## src/flash_host_pkg.sv

```systemverilog
// Constants shared by the flash status host controller and its bus cycle engine.
// Assumes a 100 MHz single clock and an x16 asynchronous flash on the far side.
package flash_host_pkg;

    // ------------------------------------------------------------------
    // Timing
    // ------------------------------------------------------------------
    localparam int CLK_NS = 10;
    localparam int STROBE_NS = 70;
    localparam int STROBE_CYC = (STROBE_NS + CLK_NS - 1) / CLK_NS;
    localparam int RECOVER_NS = 2000;
    localparam int RECOVER_CYC = (RECOVER_NS + CLK_NS - 1) / CLK_NS;

    // ------------------------------------------------------------------
    // Register map, APB byte offsets
    // ------------------------------------------------------------------
    localparam logic [7:0] REG_CTRL = 8'h00;
    localparam logic [7:0] REG_ADDR = 8'h04;
    localparam logic [7:0] REG_STAT = 8'h08;
    localparam logic [7:0] REG_DATA = 8'h0C;
    localparam int STAT_BUSY = 0;
    localparam int STAT_DONE = 1;
    localparam int STAT_TIMEOUT = 2;
    localparam int STAT_ABORT = 3;
    localparam int STAT_TOG2 = 4;
    localparam int STAT_RDY = 5;
    localparam int STAT_OP = 8;

    // ------------------------------------------------------------------
    // Polling bit positions and reserved-bit mask
    // ------------------------------------------------------------------
    localparam int DATA_POLLING_BIT = 7;
    localparam int FIRST_TOGGLE_BIT = 6;
    localparam int TIMING_LIMIT_FLAG = 5;
    localparam int SECOND_TOGGLE_BIT = 2;
    localparam int BUFFER_ABORT_FLAG = 1;
    localparam logic [7:0] POLL_MASK = 8'hEE;

    // ------------------------------------------------------------------
    // Command words and unlock addresses
    // ------------------------------------------------------------------
    localparam logic [11:0] UNLOCK_A1 = 12'h0555;
    localparam logic [11:0] UNLOCK_A2 = 12'h02AA;
    localparam logic [15:0] UNLOCK_D1 = 16'h00AA;
    localparam logic [15:0] UNLOCK_D2 = 16'h0055;
    localparam logic [15:0] CMD_RESET = 16'h00F0;
    localparam logic [15:0] CMD_SR_READ = 16'h0070;
    localparam logic [15:0] CMD_SR_CLEAR = 16'h0071;

    typedef enum logic [2:0] {
        OP_NONE,
        OP_POLL,
        OP_SR_READ,
        OP_RESET,
        OP_CLEAR,
        OP_ABORT_RESET
    } op_type;

endpackage

```

## src/flash_status_host.sv

```systemverilog
// Host controller that issues status commands to an asynchronous NOR flash,
// polls its toggle and flag bits, and recovers from timeout and buffer abort.
// Assumes an APB master for software access and flash inputs synchronous to mclk_in.
//
// Register access over APB and the register addresses were left to the implementer.
module flash_status_host #(
    parameter int AW = 26
) (
    input wire logic mclk_in,
    input wire logic rst_in,
    input wire logic psel_in,
    input wire logic penable_in,
    input wire logic pwrite_in,
    input wire logic [7:0] paddr_in,
    input wire logic [31:0] pwdata_in,
    output logic [31:0] prdata_out,
    output logic pready_out,
    output logic pslverr_out,
    output logic [AW-1:0] flash_addr_out,
    input wire logic [15:0] flash_dq_in,
    output logic [15:0] flash_dq_out,
    output logic flash_dq_oe_out,
    output logic flash_ce_n_out,
    output logic flash_oe_n_out,
    output logic flash_we_n_out,
    input wire logic ready_busy_in
);

    typedef enum logic [2:0] {M_IDLE, M_WSEQ, M_WWAIT, M_RD, M_RWAIT, M_RECOVER} main_st_type;

    typedef struct packed {
        main_st_type st;
        flash_host_pkg::op_type op;
        logic [1:0] step;
        logic [15:0] cnt;
        logic [AW-1:0] poll_addr;
        logic [7:0] prev;
        logic have_prev;
        logic tlim_seen;
        logic busy;
        logic done;
        logic err_timeout;
        logic err_abort;
        logic tog2;
        logic rdy;
        logic [15:0] data;
        logic pready;
        logic pslverr;
        logic [31:0] prdata;
        logic cyc_start;
        logic cyc_write;
        logic [AW-1:0] cyc_addr;
        logic [15:0] cyc_wdata;
    } host_state_type;

    host_state_type s_r;
    host_state_type s_nxt;
    logic cyc_done;
    logic [15:0] cyc_rdata;
    logic [7:0] stat_w;
    logic [7:0] diff_w;

    // ------------------------------------------------------------------
    // Command sequence tables
    // ------------------------------------------------------------------
    function automatic logic [1:0] seq_last(input flash_host_pkg::op_type op);
        seq_last = (op == flash_host_pkg::OP_ABORT_RESET) ? 2'd2 : 2'd0;
    endfunction

    function automatic logic [27:0] seq_word(input flash_host_pkg::op_type op,
                                             input logic [1:0] step);
        seq_word = {12'h000, flash_host_pkg::CMD_RESET};
        unique case (op)
            flash_host_pkg::OP_SR_READ:
                seq_word = {flash_host_pkg::UNLOCK_A1, flash_host_pkg::CMD_SR_READ};
            flash_host_pkg::OP_CLEAR:
                seq_word = {flash_host_pkg::UNLOCK_A1, flash_host_pkg::CMD_SR_CLEAR};
            flash_host_pkg::OP_ABORT_RESET:
                unique case (step)
                    2'd0: seq_word = {flash_host_pkg::UNLOCK_A1, flash_host_pkg::UNLOCK_D1};
                    2'd1: seq_word = {flash_host_pkg::UNLOCK_A2, flash_host_pkg::UNLOCK_D2};
                    default: seq_word = {flash_host_pkg::UNLOCK_A1, flash_host_pkg::CMD_RESET};
                endcase
            default:
                seq_word = {12'h000, flash_host_pkg::CMD_RESET};
        endcase
    endfunction

    // Reserved polling bits are masked before any comparison.
    assign stat_w = cyc_rdata[7:0] & flash_host_pkg::POLL_MASK;
    assign diff_w = stat_w ^ s_r.prev;

    // ------------------------------------------------------------------
    // Register access and sequencing
    // ------------------------------------------------------------------
    always_comb
    begin
        logic [27:0] sw;
        sw = seq_word(s_r.op, s_r.step);
        s_nxt = s_r;
        s_nxt.pready = 1'b0;
        s_nxt.pslverr = 1'b0;
        s_nxt.cyc_start = 1'b0;
        s_nxt.rdy = ready_busy_in;
        if (psel_in && penable_in && !s_r.pready)
        begin
            s_nxt.pready = 1'b1;
            s_nxt.prdata = 32'h0000_0000;
            unique case (paddr_in)
                flash_host_pkg::REG_CTRL:
                begin
                    s_nxt.prdata[2:0] = s_r.op;
                    // A new order is refused while one runs, so only accepted
                    // commands ever reach a flash in an error state.
                    if (pwrite_in && !s_r.busy && pwdata_in[2:0] >= 3'd1 && pwdata_in[2:0] <= 3'd5)
                    begin
                        s_nxt.op = flash_host_pkg::op_type'(pwdata_in[2:0]);
                        s_nxt.busy = 1'b1;
                        s_nxt.done = 1'b0;
                        s_nxt.err_timeout = 1'b0;
                        s_nxt.err_abort = 1'b0;
                        s_nxt.have_prev = 1'b0;
                        s_nxt.tlim_seen = 1'b0;
                        s_nxt.step = 2'd0;
                        s_nxt.st = (pwdata_in[2:0] == 3'd1) ? M_RD : M_WSEQ;
                    end
                end
                flash_host_pkg::REG_ADDR:
                begin
                    s_nxt.prdata[AW-1:0] = s_r.poll_addr;
                    if (pwrite_in && !s_r.busy)
                    begin
                        s_nxt.poll_addr = pwdata_in[AW-1:0];
                    end
                end
                flash_host_pkg::REG_STAT:
                begin
                    s_nxt.prdata[flash_host_pkg::STAT_BUSY] = s_r.busy;
                    s_nxt.prdata[flash_host_pkg::STAT_DONE] = s_r.done;
                    s_nxt.prdata[flash_host_pkg::STAT_TIMEOUT] = s_r.err_timeout;
                    s_nxt.prdata[flash_host_pkg::STAT_ABORT] = s_r.err_abort;
                    s_nxt.prdata[flash_host_pkg::STAT_TOG2] = s_r.tog2;
                    s_nxt.prdata[flash_host_pkg::STAT_RDY] = s_r.rdy;
                    s_nxt.prdata[flash_host_pkg::STAT_OP +: 3] = s_r.op;
                    if (pwrite_in)
                    begin
                        s_nxt.done = 1'b0;
                    end
                end
                flash_host_pkg::REG_DATA:
                    s_nxt.prdata[15:0] = s_r.data;
                default:
                    s_nxt.pslverr = 1'b1;
            endcase
        end
        // The sequencer runs after the bus decode, so a completion in the
        // same cycle as a software clear of done still sets done.
        unique case (s_r.st)
            M_IDLE:
            begin
            end
            M_WSEQ:
            begin
                s_nxt.cyc_start = 1'b1;
                s_nxt.cyc_write = 1'b1;
                s_nxt.cyc_addr = AW'(sw[27:16]);
                s_nxt.cyc_wdata = sw[15:0];
                s_nxt.st = M_WWAIT;
            end
            M_WWAIT:
            begin
                if (cyc_done)
                begin
                    if (s_r.step != seq_last(s_r.op))
                    begin
                        s_nxt.step = s_r.step + 2'd1;
                        s_nxt.st = M_WSEQ;
                    end
                    else if (s_r.op == flash_host_pkg::OP_SR_READ)
                    begin
                        s_nxt.st = M_RD;
                    end
                    else if (s_r.op == flash_host_pkg::OP_CLEAR)
                    begin
                        s_nxt.busy = 1'b0;
                        s_nxt.done = 1'b1;
                        s_nxt.st = M_IDLE;
                    end
                    else
                    begin
                        s_nxt.cnt = 16'(flash_host_pkg::RECOVER_CYC);
                        s_nxt.st = M_RECOVER;
                    end
                end
            end
            M_RD:
            begin
                // Polling always uses the software-given valid address.
                // Keeping a suspended program line out of ADDR is left to software.
                s_nxt.cyc_start = 1'b1;
                s_nxt.cyc_write = 1'b0;
                s_nxt.cyc_addr = s_r.poll_addr;
                s_nxt.st = M_RWAIT;
            end
            M_RWAIT:
            begin
                if (cyc_done)
                begin
                    s_nxt.prev = stat_w;
                    s_nxt.have_prev = 1'b1;
                    s_nxt.st = M_RD;
                    if (s_r.op == flash_host_pkg::OP_SR_READ || (s_r.have_prev
                        && !diff_w[flash_host_pkg::FIRST_TOGGLE_BIT]))
                    begin
                        s_nxt.data = cyc_rdata;
                        s_nxt.busy = 1'b0;
                        s_nxt.done = 1'b1;
                        s_nxt.st = M_IDLE;
                    end
                    else if (s_r.have_prev)
                    begin
                        s_nxt.tog2 = diff_w[flash_host_pkg::SECOND_TOGGLE_BIT];
                        if (s_r.tlim_seen)
                        begin
                            s_nxt.err_timeout = 1'b1;
                            s_nxt.op = flash_host_pkg::OP_RESET;
                            s_nxt.step = 2'd0;
                            s_nxt.st = M_WSEQ;
                        end
                        else if (stat_w[flash_host_pkg::TIMING_LIMIT_FLAG])
                        begin
                            // Recheck once, toggling may stop as the flag rises.
                            s_nxt.tlim_seen = 1'b1;
                        end
                        else if (stat_w[flash_host_pkg::BUFFER_ABORT_FLAG])
                        begin
                            s_nxt.err_abort = 1'b1;
                            s_nxt.op = flash_host_pkg::OP_ABORT_RESET;
                            s_nxt.step = 2'd0;
                            s_nxt.st = M_WSEQ;
                        end
                    end
                end
            end
            M_RECOVER:
            begin
                // Busy is tolerated for the whole window, not treated as error.
                s_nxt.cnt = s_r.cnt - 16'h0001;
                if (s_r.cnt == 16'h0000 || ready_busy_in)
                begin
                    s_nxt.busy = 1'b0;
                    s_nxt.done = 1'b1;
                    s_nxt.st = M_IDLE;
                end
            end
        endcase
    end

    always_ff @(posedge mclk_in)
    begin
        if (rst_in)
        begin
            s_r <= '0;
        end
        else
        begin
            s_r <= s_nxt;
        end
    end

    assign prdata_out = s_r.prdata;
    assign pready_out = s_r.pready;
    assign pslverr_out = s_r.pslverr;

    flash_bus_cycle #(
        .AW(AW)
    ) u_cycle (
        .mclk_in(mclk_in),
        .rst_in(rst_in),
        .start_in(s_r.cyc_start),
        .write_in(s_r.cyc_write),
        .addr_in(s_r.cyc_addr),
        .wdata_in(s_r.cyc_wdata),
        .dq_in(flash_dq_in),
        .addr_out(flash_addr_out),
        .dq_out(flash_dq_out),
        .dq_oe_out(flash_dq_oe_out),
        .ce_n_out(flash_ce_n_out),
        .oe_n_out(flash_oe_n_out),
        .we_n_out(flash_we_n_out),
        .rdata_out(cyc_rdata),
        .done_out(cyc_done)
    );

    // ------------------------------------------------------------------
    // Checks
    // ------------------------------------------------------------------
    a_timeout_then_reset: assert property (@(posedge mclk_in) disable iff (rst_in)
        s_r.st == M_RWAIT && cyc_done && s_r.op == flash_host_pkg::OP_POLL && s_r.have_prev
        && s_r.tlim_seen && diff_w[6] |=> s_r.st == M_WSEQ
        && s_r.op == flash_host_pkg::OP_RESET && s_r.err_timeout)
        else $error("timeout not followed by reset command");
    a_reset_recover_start: assert property (@(posedge mclk_in) disable iff (rst_in)
        s_r.st == M_WWAIT && cyc_done && s_r.op == flash_host_pkg::OP_RESET
        |=> s_r.st == M_RECOVER && s_r.cnt == 16'd200)
        else $error("reset did not open a busy window");
    a_recover_bound: assert property (@(posedge mclk_in) disable iff (rst_in)
        s_r.st == M_RECOVER && s_r.cnt == 16'h0000 |=> s_r.st == M_IDLE && s_r.done)
        else $error("busy window overran");
    a_abort_then_seq: assert property (@(posedge mclk_in) disable iff (rst_in)
        s_r.st == M_RWAIT && cyc_done && s_r.op == flash_host_pkg::OP_POLL && s_r.have_prev
        && !s_r.tlim_seen && diff_w[6] && !stat_w[5] && stat_w[1]
        |=> s_r.op == flash_host_pkg::OP_ABORT_RESET ##1 s_r.cyc_start && s_r.cyc_write)
        else $error("abort not followed by abort reset");
    a_poll_addr_valid: assert property (@(posedge mclk_in) disable iff (rst_in)
        s_r.cyc_start && !s_r.cyc_write && s_r.op == flash_host_pkg::OP_POLL
        |-> s_r.cyc_addr == s_r.poll_addr ##1 flash_addr_out == s_r.poll_addr)
        else $error("status read at wrong address");
    a_reserved_masked: assert property (@(posedge mclk_in) disable iff (rst_in)
        s_r.have_prev |-> s_r.prev[4] == 1'b0 && s_r.prev[0] == 1'b0)
        else $error("reserved polling bits not masked");
    a_busy_holds_order: assert property (@(posedge mclk_in) disable iff (rst_in)
        s_r.busy && s_r.st != M_IDLE |=> $stable(s_r.poll_addr))
        else $error("order changed while busy");
    a_prot_keep_polling: assert property (@(posedge mclk_in) disable iff (rst_in)
        s_r.st == M_RWAIT && cyc_done && s_r.op == flash_host_pkg::OP_POLL && s_r.have_prev
        && !s_r.tlim_seen && diff_w[6] && !stat_w[5] && !stat_w[1]
        |=> s_r.st == M_RD ##1 s_r.cyc_start && !s_r.cyc_write)
        else $error("host wrote during protection busy");

endmodule

```

## src/flash_bus_cycle.sv

```systemverilog
// One asynchronous flash read or write cycle with a fixed strobe width.
// Assumes the flash data inputs are synchronous to mclk_in.
module flash_bus_cycle #(
    parameter int AW = 26
) (
    input wire logic mclk_in,
    input wire logic rst_in,
    input wire logic start_in,
    input wire logic write_in,
    input wire logic [AW-1:0] addr_in,
    input wire logic [15:0] wdata_in,
    input wire logic [15:0] dq_in,
    output logic [AW-1:0] addr_out,
    output logic [15:0] dq_out,
    output logic dq_oe_out,
    output logic ce_n_out,
    output logic oe_n_out,
    output logic we_n_out,
    output logic [15:0] rdata_out,
    output logic done_out
);

    typedef enum logic [1:0] {C_IDLE, C_STROBE, C_GAP} cyc_st_type;

    typedef struct packed {
        cyc_st_type st;
        logic [7:0] cnt;
        logic [AW-1:0] addr;
        logic [15:0] dq;
        logic dq_oe;
        logic ce_n;
        logic oe_n;
        logic we_n;
        logic [15:0] rdata;
        logic done;
    } cyc_state_type;

    cyc_state_type c_r;
    cyc_state_type c_nxt;

    // ------------------------------------------------------------------
    // Cycle sequencing
    // ------------------------------------------------------------------
    // Data stays driven one cycle past the write strobe to give hold time.
    always_comb
    begin
        c_nxt = c_r;
        c_nxt.done = 1'b0;
        unique case (c_r.st)
            C_IDLE:
            begin
                if (start_in)
                begin
                    c_nxt.addr = addr_in;
                    c_nxt.dq = wdata_in;
                    c_nxt.dq_oe = write_in;
                    c_nxt.ce_n = 1'b0;
                    c_nxt.oe_n = write_in;
                    c_nxt.we_n = ~write_in;
                    c_nxt.cnt = 8'(flash_host_pkg::STROBE_CYC - 1);
                    c_nxt.st = C_STROBE;
                end
            end
            C_STROBE:
            begin
                if (c_r.cnt == 8'h00)
                begin
                    if (c_r.we_n)
                    begin
                        c_nxt.rdata = dq_in;
                    end
                    c_nxt.ce_n = 1'b1;
                    c_nxt.oe_n = 1'b1;
                    c_nxt.we_n = 1'b1;
                    c_nxt.st = C_GAP;
                end
                else
                begin
                    c_nxt.cnt = c_r.cnt - 8'h01;
                end
            end
            C_GAP:
            begin
                c_nxt.dq_oe = 1'b0;
                c_nxt.done = 1'b1;
                c_nxt.st = C_IDLE;
            end
            default:
            begin
                c_nxt.st = C_IDLE;
            end
        endcase
    end

    always_ff @(posedge mclk_in)
    begin
        if (rst_in)
        begin
            c_r <= '{st: C_IDLE, cnt: 8'h00, addr: '0, dq: 16'h0000, dq_oe: 1'b0,
                     ce_n: 1'b1, oe_n: 1'b1, we_n: 1'b1, rdata: 16'h0000, done: 1'b0};
        end
        else
        begin
            c_r <= c_nxt;
        end
    end

    assign addr_out = c_r.addr;
    assign dq_out = c_r.dq;
    assign dq_oe_out = c_r.dq_oe;
    assign ce_n_out = c_r.ce_n;
    assign oe_n_out = c_r.oe_n;
    assign we_n_out = c_r.we_n;
    assign rdata_out = c_r.rdata;
    assign done_out = c_r.done;

endmodule

```

## config.mk

```make
export PLATFORM = sky130hd
export DESIGN_NAME = flash_status_host
export DESIGN_NICKNAME = d
export VERILOG_FILES = /design/src/flash_host_pkg.sv /design/src/flash_status_host.sv /design/src/flash_bus_cycle.sv
export SDC_FILE = /design/constraint.sdc
export NUM_CORES = 1
export LEC_CHECK = 0
export BUFFER_PORTS_ARGS = -buffer_cell sky130_fd_sc_hd__buf_4
export CAP_MARGIN = 20
export CORE_MARGIN = 1
export CORE_UTILIZATION = 43
export CTS_BUF_LIST = sky130_fd_sc_hd__clkbuf_4 sky130_fd_sc_hd__clkbuf_8 sky130_fd_sc_hd__clkbuf_16
export DETAILED_ROUTE_END_ITERATION = 8
export PLACE_DENSITY_LB_ADDON = 0.08
export SYNTH_ARGS = -nofsm -noshare
export SYNTH_HDL_FRONTEND = slang
export SYNTH_SLANG_ARGS = --single-unit
export TNS_END_PERCENT = 20
```

## constraint.sdc

```tcl
create_clock -name mclk_in -period 4.1 [get_ports mclk_in]
set_clock_uncertainty 0.2 [all_clocks]
set_input_delay 0.615 -clock mclk_in [delete_from_list [all_inputs] [get_ports mclk_in]]
set_output_delay 0.615 -clock mclk_in [all_outputs]
set_load 0.01 [all_outputs]
```

After elaboration in Yosys (flattened, before gate mapping)
Cells that the tools add are included.
{"block": "word_totals", "regBits": 224, "inputBits": 62, "output_inout_bits": 80, "elab_cells": 170}
{"block": "op_classes", "addsub": 3, "order_cmp": 2, "eq_ne": 23, "muxes": 73, "bitwise_logic": 4, "n_reduce_logical": 33}
{"op": "one-hot mux 27 bit (3 select lines)", "count": 1}
{"op": "two-way mux 16 bit", "count": 4}
{"op": "two-way mux 56 bit", "count": 1}
{"op": "two-way mux 8 bit", "count": 7}
{"op": "one-hot mux 28 bit (2 select lines)", "count": 1}
{"op": "one-hot mux 27 bit (2 select lines)", "count": 1}
{"op": "two-way mux 34 bit", "count": 1}
{"op": "two-way mux 3 bit", "count": 11}
{"op": "one-hot mux 16 bit (2 select lines)", "count": 1}
{"op": "two-way mux 2 bit", "count": 12}
{"op": "two-way mux 7 bit", "count": 3}
{"op": "two-way mux 19 bit", "count": 1}
{"op": "two-way mux 18 bit", "count": 1}
{"op": "one-hot mux 3 bit (3 select lines)", "count": 2}
{"op": "== test 8 x 4 -> 1 bit (second input constant)", "count": 2}
{"op": "zero test 16 bit", "count": 1}
{"op": "zero test 8 bit", "count": 2}
{"op": "one-hot mux 8 bit (2 select lines)", "count": 1}
{"op": "subtractor 16 x 1 -> 16 bit (second input constant)", "count": 1}
{"op": "one-hot mux 3 bit (5 select lines)", "count": 1}
{"op": "AND reduction 3 bit", "count": 5}
{"op": "== test 3 bit (second input constant)", "count": 4}
{"op": "two-way mux 6 bit", "count": 2}
{"op": "one-hot mux 2 bit (2 select lines)", "count": 3}
{"op": "32 further kinds", "count": 69}

Logic depth before layout (Yosys ltp)
Gate-level depths: netlist (run 1).
{"block": "logic_depth", "word_depth": 14, "depth_mapped": 8, "ltp_nobuf": 7}

Modules after synthesis
From an unflattened synthesis (run 1), not the netlist that was laid out.
{"block": "hier_totals", "hier_cells": 1114, "hier_area_um2": 9331.4}
{"module": "flash_status_host", "instances": 1, "cells_each": 724, "area_each_um2": 6175.9, "seq_area_each_um2": 2762.6}
{"module": "flash_bus_cycle", "instances": 1, "cells_each": 390, "area_each_um2": 3155.5, "seq_area_each_um2": 1461.4}

Worst setup path after synthesis (run 1)
Ideal clock, no wire load.
{"block": "synth_timing", "path_kind": "input to register", "start": "in paddr_in[3]", "end": "reg s_r[158] in the netlist's numbering", "setup_time_ns": 0.132, "t_arrival_ns": 2.014, "required_time_ns": 3.768, "slack_ns": 1.754, "path_stages": 5, "path_buffers": 1, "cell_sequence": "clkbuf_1 -> a2111oi_0 -> nand2_1 -> a211oi_1 -> nor3_1"}
{"block": "synth_via", "elab_chain_cells": 5, "word_cells_on_any_way": 7, "classes_between": "mux: 6; reduce/logical: 1"}
{"item": "start: declaration", "line_no": "flash_status_host.sv:14", "rtl": "input wire logic [7:0] paddr_in,"}
{"item": "zero test 8 bit (*)", "line_no": "flash_status_host.sv:109", "rtl": "unique case (paddr_in)"}
{"item": "two-way mux 8 bit (*)", "line_no": "flash_status_host.sv:109"}
{"item": "two-way mux 8 bit (*)", "line_no": "flash_status_host.sv:105", "rtl": "if (psel_in && penable_in && !s_r.pready)"}
{"item": "two-way mux 3 bit (tied with other cells)", "line_no": "flash_status_host.sv:249", "rtl": "if (s_r.cnt == 16'h0000 || ready_busy_in)"}
{"item": "one-hot mux 3 bit (5 select lines) (*)", "line_no": "flash_status_host.sv:158", "rtl": "unique case (s_r.st)"}
{"item": "end signal: assignment", "line_no": "flash_status_host.sv:267", "rtl": "s_r <= s_nxt;"}
{"item": "end: declaration", "line_no": "flash_status_host.sv:56", "rtl": "host_state_type s_r;"}
Mark *: on every way between the ends. The rest lies on a longest branch, timed or not.
A chain may end at the register's enable or synchronous reset.

Worst setup path in the final report (run 1)
{"block": "layout_timing", "start": "reg s_r[137] in the netlist's numbering", "end": "reg s_r[146] in the netlist's numbering"}
{"block": "layout_via", "elab_chain_cells": 2}
{"item": "subtractor 16 x 1 -> 16 bit", "line_no": "flash_status_host.sv:248", "rtl": "s_nxt.cnt = s_r.cnt - 16'h0001;"}
{"item": "one-hot mux 16 bit (2 select lines)", "line_no": "flash_status_host.sv:158"}
Every way passes these cells.

==> results.md, run 1 <==
- Status: finished clean
- FMAX: about 380 MHz
- Via count: approximately 7200
- Post-layout util: 0.504
- Starting DRT DRC Count: 443
- Final Instance Area: slightly above 10000 µm²
- Worst IR Drop VDD: 0.000258 V
- Clock latency on the worst-skew pair: 510 ps
- RSZ-0062 raised after global routing: false
- Register area: roughly 4000 µm²
- Multi-input logic area: 4090 µm²
- CTS Buf Count: 23
- Num ports: around 140
- WS Path Type: register to register
- Fillers: about 2100
- Post-CTS Hold Buffers: 0
- Synth-to-layout area growth: 14.3%
- Pwr dens: 395 nW/µm²
- Largest net degree at the start of global routing: around 110
- TNS Setup: 0 ps
- Initial core utilization: 0.441
- Vias in the first global route: around 6500
- Cts repair resizes: 0
- Slew headroom: 0.389
- Final routed DRC violation total: 0
- Async SR Flop Fraction: 0
- Critical Path Start Type: register
- LEAKAGE: between 3 and 4 nW
- Mapped Cells: 1086
- Worst Tran Pin Value: 913 ps
- Sequential-to-total area share from yosys stat: 0.450
- Post-synth top area cell: dfxtp_1
- Final period utilization: 0.640
- Total track usage: 0.201
- Worst path required time: 4290 ps
- WL final: 21600 µm
- Vias per Instance: around 5.2
- Ratio of cells with drive above 1 in the final layout: 0.188
- Max-slew violations: 0
- CTS tree: yes
- DR WL/cell: between 15 and 20 µm
- Synth warn: 0
- Final hold vios: 0
- CP arrival: 2820 ps
- CP Max Fanout: 4
- DR pass1 iterations: 7
- Chip Height: 146 µm
- Cell area after synthesis: ~8900 µm²
- Num rows: 52
- N_diodes: 0
- Antenna violations before repair: 0
- Clock sink count: 201
- # H-tree levels: 1
- Die width: around 150 µm
- Non-filler instance count after layout: about 1400
- Number of instances in the placed design: around 1400
- Syn avg cell area: roughly 8 µm²
- CTS Buffer Depth: 3
- Top_reg_cell synth: dfxtp_1
- Setup repair bufs after CTS: 0
- Post-synth EDFFs: 0
- Final nets: 1181
- CP Capture Type: register
- Top post-synthesis cells by area: dfxtp_1, nand2_1, a21oi_1, buf_4, nand3_1
- Routed Antenna Nets: 0
- Finish-stage setup viols: 0
- Yosys top cell area share: 0.450
- Root Buffer Master: clkbuf_16
- Dpl hpwl: roughly 15000 µm
- Yosys cell types: 70
- Die area: between 20000 and 25000 µm²
- Total grt overflow: 0
- Worst Hold Class: input port to register
- Post-DP Area: between 9000 and 10000 µm²
- Fin crit period: 2620 ps
- Core Region: around 20000 µm²
- # Max-Cap Violations: 0
- Final Total Pwr: between 4 and 5 mW
- Worst-path clk slew: 60 ps
- Flops & latches, synth: 201
- First-pass GRT wire length: roughly 35000 µm
- GPL Wtd Cong: 0.828
- Port buffer count: between 100 and 150
==> placed cells by master (no fill, tap or decap), types with 8 or more instances in the layout <==
cell,n
a21oi_1,146
a22oi_1,24
a31oi_1,12
and2_1,8
buf_4,133
clkbuf_16,23
conb_1,14
dfxtp_1,201
inv_1,10
mux2_2,23
nand2_1,219
nand2b_1,10
nand3_1,54
nor2_1,64
nor2b_1,10
nor3_1,22
nor3b_1,13
nor4_1,8
o21ai_0,16
xnor2_1,8
==> path summary, 6_finish.rpt <==
check / slack [ps] / startpoint / end / depth (start not counted)
hold reg to reg: 250 / u_cycle.rdata_out[11] / s_r[89] / 2
setup reg to reg: 1480 / s_r[137] / s_r[146] / 7
hold / removal: 150 / pwdata_in[21] / s_r[131] / 3
setup / recovery: 1480 / s_r[137] / s_r[146] / 7
==> sequential cells by signal (all words and copies together) (netlist names) <==
signal and count:
pready_out 1, u_cycle.rdata_out 16, s_r 110, u_cycle.dq_oe_out 1, u_cycle.done_out 1, pslverr_out 1
u_cycle.oe_n_out 1, u_cycle.addr_out 26, prdata_out 26, u_cycle.we_n_out 1, u_cycle.dq_out 6, u_cycle.c_r 10
u_cycle.ce_n_out 1
==> power breakdown <==
| part | internal (mW) | leakage (nW) | switching, mW |
|---|---|---|---|
| sequential | 1.95 | 1.62 | 0.000763 |
| clock | 1.18 | 0.361 | 0.790 |
| combinational | 0.0474 | 1.82 | 0.0699 |
| total | 3.19 | 3.80 | 0.861 |
==> cells in the mapped netlist, types with 12 or more instances <==
library cell and count:
a21oi_1 146, a22oi_1 24, a31oi_1 12, buf_4 76, clkbuf_1 54, dfxtp_1 201
mux2_2 23, nand2_1 219, nand3_1 54, nor2_1 64, nor3_1 22, nor3b_1 13
o21ai_0 16
==> cells by family after synthesis <==
logic type               after synthesis  synth area share
AO/OA/AOI/OAI                        240             0.160
XOR/XNOR                               8           0.00783
adder cells (fa/ha/maj)                5           0.00699
buffers and inverters                155            0.0993
flip-flops                           201             0.450
multiplexers                          30            0.0410
other                                  1          0.000419
AND/OR/NAND/NOR                      446             0.235
==> cell type report <==
type	instances	area share
inverters	10	0.00367
clock buffers	31	0.0646
clock inverters	6	0.00599
well taps	270	0.0330
multi-input cells	743	0.399
repair buffers	135	0.100
flip-flops and latches	201	0.393
==> stage by stage <==
step,hold WS (ps),worst slack (ps)
3_3_place_gp,238,1300
4_1_cts,129,1500
6_report,151,1480
2_1_floorplan,229,1750
3_5_place_dp,244,1220
5_1_grt,137,1260
==> critical path, cell delays in order (launching register included) <==
cell and delay, ps:
dfxtp_1 330, inv_1 80, ha_1 170, or3b_2 510, nor4_1 540, nand4b_1 150
a21oi_1 180, mux2_2 350
==> routing by layer <==
metal,vias up,track usage,share of wire
li1,3716,-,-
met1,3331,0.308,0.51
met2,170,0.287,0.42
met3,32,0.0309,0.043
met4,0,0.0547,0.023
met5,-,0,0
Power figures use the tool's default switching activity.
==> run 2, diff against run 1 <==
- clock period: 4.1 -> 2.6 ns (I/O delays scaled with it)
==> run 2 against run 1 <==
Effect of this change:
- via count grew 4.2%
- sequential power grew 57%
- highest routed layer unchanged
- routed wire length grew 3.3%
==> results.md, run 2 (same netlist as run 1, synthesis figures left out) <==
- Total track usage: 0.206
- # H-tree levels: 1
- Antenna violations before repair: 0
- Total grt overflow: 0
- Worst Hold Class: input port to register
- Synth-to-layout area growth: 21.7%
- Routed Antenna Nets: 0
- GPL Wtd Cong: 0.789
- Clock sink count: 201
- Fin crit period: approximately 2400 ps
- Setup repair bufs after CTS: 0
- # Max-Cap Violations: 0
- N_diodes: 0
- Root Buffer Master: clkbuf_16
- Status: finished clean
- LEAKAGE: between 4 and 5 nW
- Max reg flops: 110
- WL final: around 22000 µm
- Final hold vios: 0
- Pwr dens: approximately 610 nW/µm²
- Chip Height: ~150 µm
- Vias per Instance: a little over 5
- DR WL/cell: ~15 µm
- Num ports: between 100 and 150
- Dpl hpwl: approximately 15000 µm
- DR pass1 iterations: 5
- Port buffer count: between 100 and 150
- Starting DRT DRC Count: roughly 450
- Worst Tran Pin Value: roughly 900 ps
- Worst-path clk slew: ~70 ps
- CTS Buffer Depth: 3
- Ratio of cells with drive above 1 in the final layout: 0.194
- Worst IR Drop VDD: between 0.0003 and 0.0004 V
- Wire length on met2: around 9400 µm
- Final routed DRC violation total: 0
- Cts repair resizes: 0
- Core Region: just over 20000 µm²
- Highest routed metal layer: met4
- Post-CTS Hold Buffers: between 40 and 50
- CP Capture Type: register
- Via count: between 7000 and 8000
- Most frequent cells in the layout: nand2_1, dfxtp_1, buf_4, a21oi_1, nor2_1
- Vias in the first global route: 6774
- CTS tree: yes
- TNS Setup: 0 ps
- Slew headroom: 0.405
- Die width: 146 µm
- Num rows: between 50 and 60
- Finish-stage setup viols: 0
- CP Max Fanout: 6
- WS Path Type: register to register
- WHS: slightly below 100 ps
- FMAX: ~420 MHz
- Most common cell after layout, fill and taps aside: nand2_1
- Largest net degree at the start of global routing: 120
- Post-route setup slack: ~210 ps
- Initial core utilization: 0.441
- Max-slew violations: 0
- CTS Buf Count: 23
- Worst path required time: around 2800 ps
- Met3 WL: between 900 and 1000 µm
- CP arrival: roughly 2600 ps
- Critical Path Start Type: register
- Clock latency on the worst-skew pair: approximately 520 ps
- Metal1 wirelength: 11500 µm
- Top reg by flops: s_r
- First-pass GRT wire length: 36200 µm
- Final period utilization: 0.920
- Die area: approximately 21000 µm²
- Pre-CTS setup slack: between 200 and 250 ps
- RSZ-0062 raised after global routing: false
- Final nets: ~1200
## run 2: cell types whose count changed in the layout (fill, tap and decap cells not counted), sizes merged
| cell | change |
|---|---|
| buf | +17 |
| bufinv | +2 |
| dlygate4sd3 | +43 |
## run 2: worst paths after layout
kind	startpoint	cells past startpoint	end	slack [ps]
max	s_r[136]	8	s_r[158]	210
min	rst_in	4	s_r[152]	100
max reg2reg	s_r[136]	8	s_r[158]	210
min reg2reg	u_cycle.ce_n_out	2	u_cycle.ce_n_out	240
## run 2: power by group
group          switching [mW]  internal, mW  leakage [nW]
clock                    1.29          2.07         0.392
sequential            0.00129          3.08          1.62
combinational           0.126         0.123          2.10
total                    1.41          5.28          4.11
## run 2: stage by stage
| step | area (µm²) | std cells | total power [mW] | utilization |
|---|---|---|---|---|
| 2_1_floorplan | 9000 | 1099 | 3.26 | - |
| 3_3_place_gp | 9670 | 1376 | 3.35 | 0.476 |
| 3_5_place_dp | 9670 | 1376 | 3.35 | 0.476 |
| 4_1_cts | 10900 | 1458 | 6.77 | 0.537 |
| 5_1_grt | 10900 | 1458 | 6.92 | 0.537 |
| 6_report | 10900 | 1458 | 6.69 | 0.537 |
## run 2: area by class of cell
cell class | count | area (µm²)
clock inverter | 8 | 140
multi-input combinational | 743 | 4090
inverter | 10 | 37.5
timing repair buffer | 195 | 1610
sequential | 201 | 4020
clock buffer | 31 | 654
tap | 270 | 338
fill | 1945 | 9410
## run 2: worst max-delay path, stage by stage (launching register included)
cell	delay [ps]
dfxtp_1	350
inv_1	80
ha_1	150
or3b_2	500
nor4_1	440
buf_4	200
o31ai_1	90
a211oi_1	190
nor3_1	70
## run 2: metal layers
metal	vias to the layer above	track usage
met5	-	0
met4	0	0.0630
met3	33	0.0303
met2	180	0.291
met1	3493	0.317
li1	3845	-
==> run 3, diff against run 2 <==
- HOLD_SLACK_MARGIN: not set -> 0.15
==> run 3 against run 2 <==
Effect of this change:
- final area is essentially flat
- global-route usage is essentially flat
- sequential power is essentially flat
- maximum frequency is essentially flat
- clock power is essentially flat
- critical endpoint unchanged
==> results.md, run 3 (same netlist as run 1, synthesis figures left out) <==
- Ratio of cells with drive above 1 in the final layout: 0.194
- Worst Hold Class: input port to register
- FMAX: 418 MHz
- Worst IR Drop VDD: 0.000369 V
- DR pass1 iterations: 5
- Clock latency on the worst-skew pair: between 500 and 600 ps
- Largest net degree at the start of global routing: 120
- N_diodes: 0
- Setup repair bufs after CTS: 0
- Final hold vios: 0
- Chip Height: between 100 and 150 µm
- WL final: ~22000 µm
- Num rows: 52
- Core Region: between 20000 and 25000 µm²
- Max reg flops: between 100 and 150
- Finish-stage setup viols: 0
- CTS Buf Count: 23
- Die area: about 21000 µm²
- Num ports: approximately 140
- Initial core utilization: 0.441
- CP Capture Type: register
- Vias per Instance: between 5 and 6
- Post-DP Area: 9670 µm²
- Total grt overflow: 0
- Flop2flop setup slack: roughly 200 ps
- DR WL/cell: 15.3 µm
- WS Path Type: register to register
- RSZ-0062 raised after global routing: false
- Hold endpoint: s_r[98]
- Most common cell after layout, fill and taps aside: nand2_1
- Root Buffer Master: clkbuf_16
- Final period utilization: 0.921
- GPL Wtd Cong: slightly below 0.8
- Post-layout util: 0.537
- Final nets: 1242
- Dpl hpwl: 14900 µm
- Via count: 7529
- CTS tree: yes
- Vias in the first global route: approximately 6800
- TNS Setup: 0 ps
- CP Max Fanout: 6
- # H-tree levels: 1
- Antenna violations before repair: 0
- Fin crit period: around 2400 ps
- Critical Path Start Type: register
- Worst R2R End: s_r[158]
- Synth-to-layout area growth: 21.8%
- Worst-path clk slew: 70 ps
- CTS Buffer Depth: 3
- Starting DRT DRC Count: between 400 and 500
- Slew headroom: 0.398
- Final routed DRC violation total: 0
- Total track usage: 0.206
- Worst Tran Pin Value: ~900 ps
- Status: finished clean
- Pwr dens: about 610 nW/µm²
- First-pass GRT wire length: about 36000 µm
- Die width: about 150 µm
- Max-slew violations: 0
- # Max-Cap Violations: 0
- Reg2Reg Launch Point: s_r[136]
- Port buffer count: 121
- Worst r2r path cells: 8
- Worst path required time: around 2800 ps
- Hold path depth: 4
- Routed Antenna Nets: 0
- Top reg by flops: s_r
- Most frequent cells in the layout: nand2_1, dfxtp_1, buf_4, a21oi_1, nor2_1
- Final Instance Area: 10900 µm²
- Worst hold path startpoint: pwrite_in
- CP arrival: between 2000 and 3000 ps
- LEAKAGE: ~4.1 nW
- Clock sink count: 201
## run 3: how the worst max path moves through the flow
stage / depth (start not counted) / startpoint / slack, ps / endpoint
6_report: 8 / s_r[136] / 200 / s_r[158]
5_1_grt: 8 / s_r[136] / 50 / s_r[146]
2_1_floorplan: 7 / s_r[136] / 310 / s_r[146]
3_3_place_gp: 5 / s_r[155] / 280 / s_r[141]
4_1_cts: 8 / s_r[136] / 210 / s_r[158]
3_5_place_dp: 8 / s_r[136] / 220 / s_r[158]
## run 3: critical path: stages (launching register included)
cell	delay (ps)
dfxtp_1	350
inv_1	70
ha_1	150
or3b_2	510
nor4_1	440
buf_4	200
o31ai_1	90
a211oi_1	190
nor3_1	70
## run 3: final cells by class
class                      count  area (µm²)
timing repair buffer         196        1620
sequential                   201        4020
tap                          270         338
multi-input combinational    743        4090
inverter                      10        37.5
clock inverter                 8         140
clock buffer                  31         654
fill                        1945        9400
## run 3: timing repair
| item | CTS | global route |
|---|---|---|
| gates resized for setup | 0 | 0 |
| hold buffers | 44 | 0 |
| endpoints found under the hold margin | 55 | 0 |
## run 3: report_power, final
group / internal (mW) / switching (mW) / leakage (nW) / total [mW]
Sequential: 3.08 / 0.00129 / 1.62 / 3.08
Clock: 2.07 / 1.28 / 0.392 / 3.36
Combinational: 0.124 / 0.127 / 2.10 / 0.251
Total: 5.28 / 1.41 / 4.11 / 6.69
## run 3: metal layers
layer	global-route usage	wire, µm	vias to the layer above
met1	0.318	11600	3471
li1	-	-	3853
met4	0.0599	451	0
met3	0.0297	917	33
met5	0	0	-
met2	0.293	9380	172
## run 3: per-stage QoR
step / hold WS, ps / power (mW) / cells / setup slack (ps)
floorplan: 229 / 3.26 / 1099 / 313
global placement: 233 / 3.35 / 1376 / 276
detailed placement: 237 / 3.35 / 1376 / 217
CTS: 153 / 6.77 / 1459 / 211
global route: 176 / 6.92 / 1459 / 53.6
finish: 178 / 6.69 / 1459 / 205
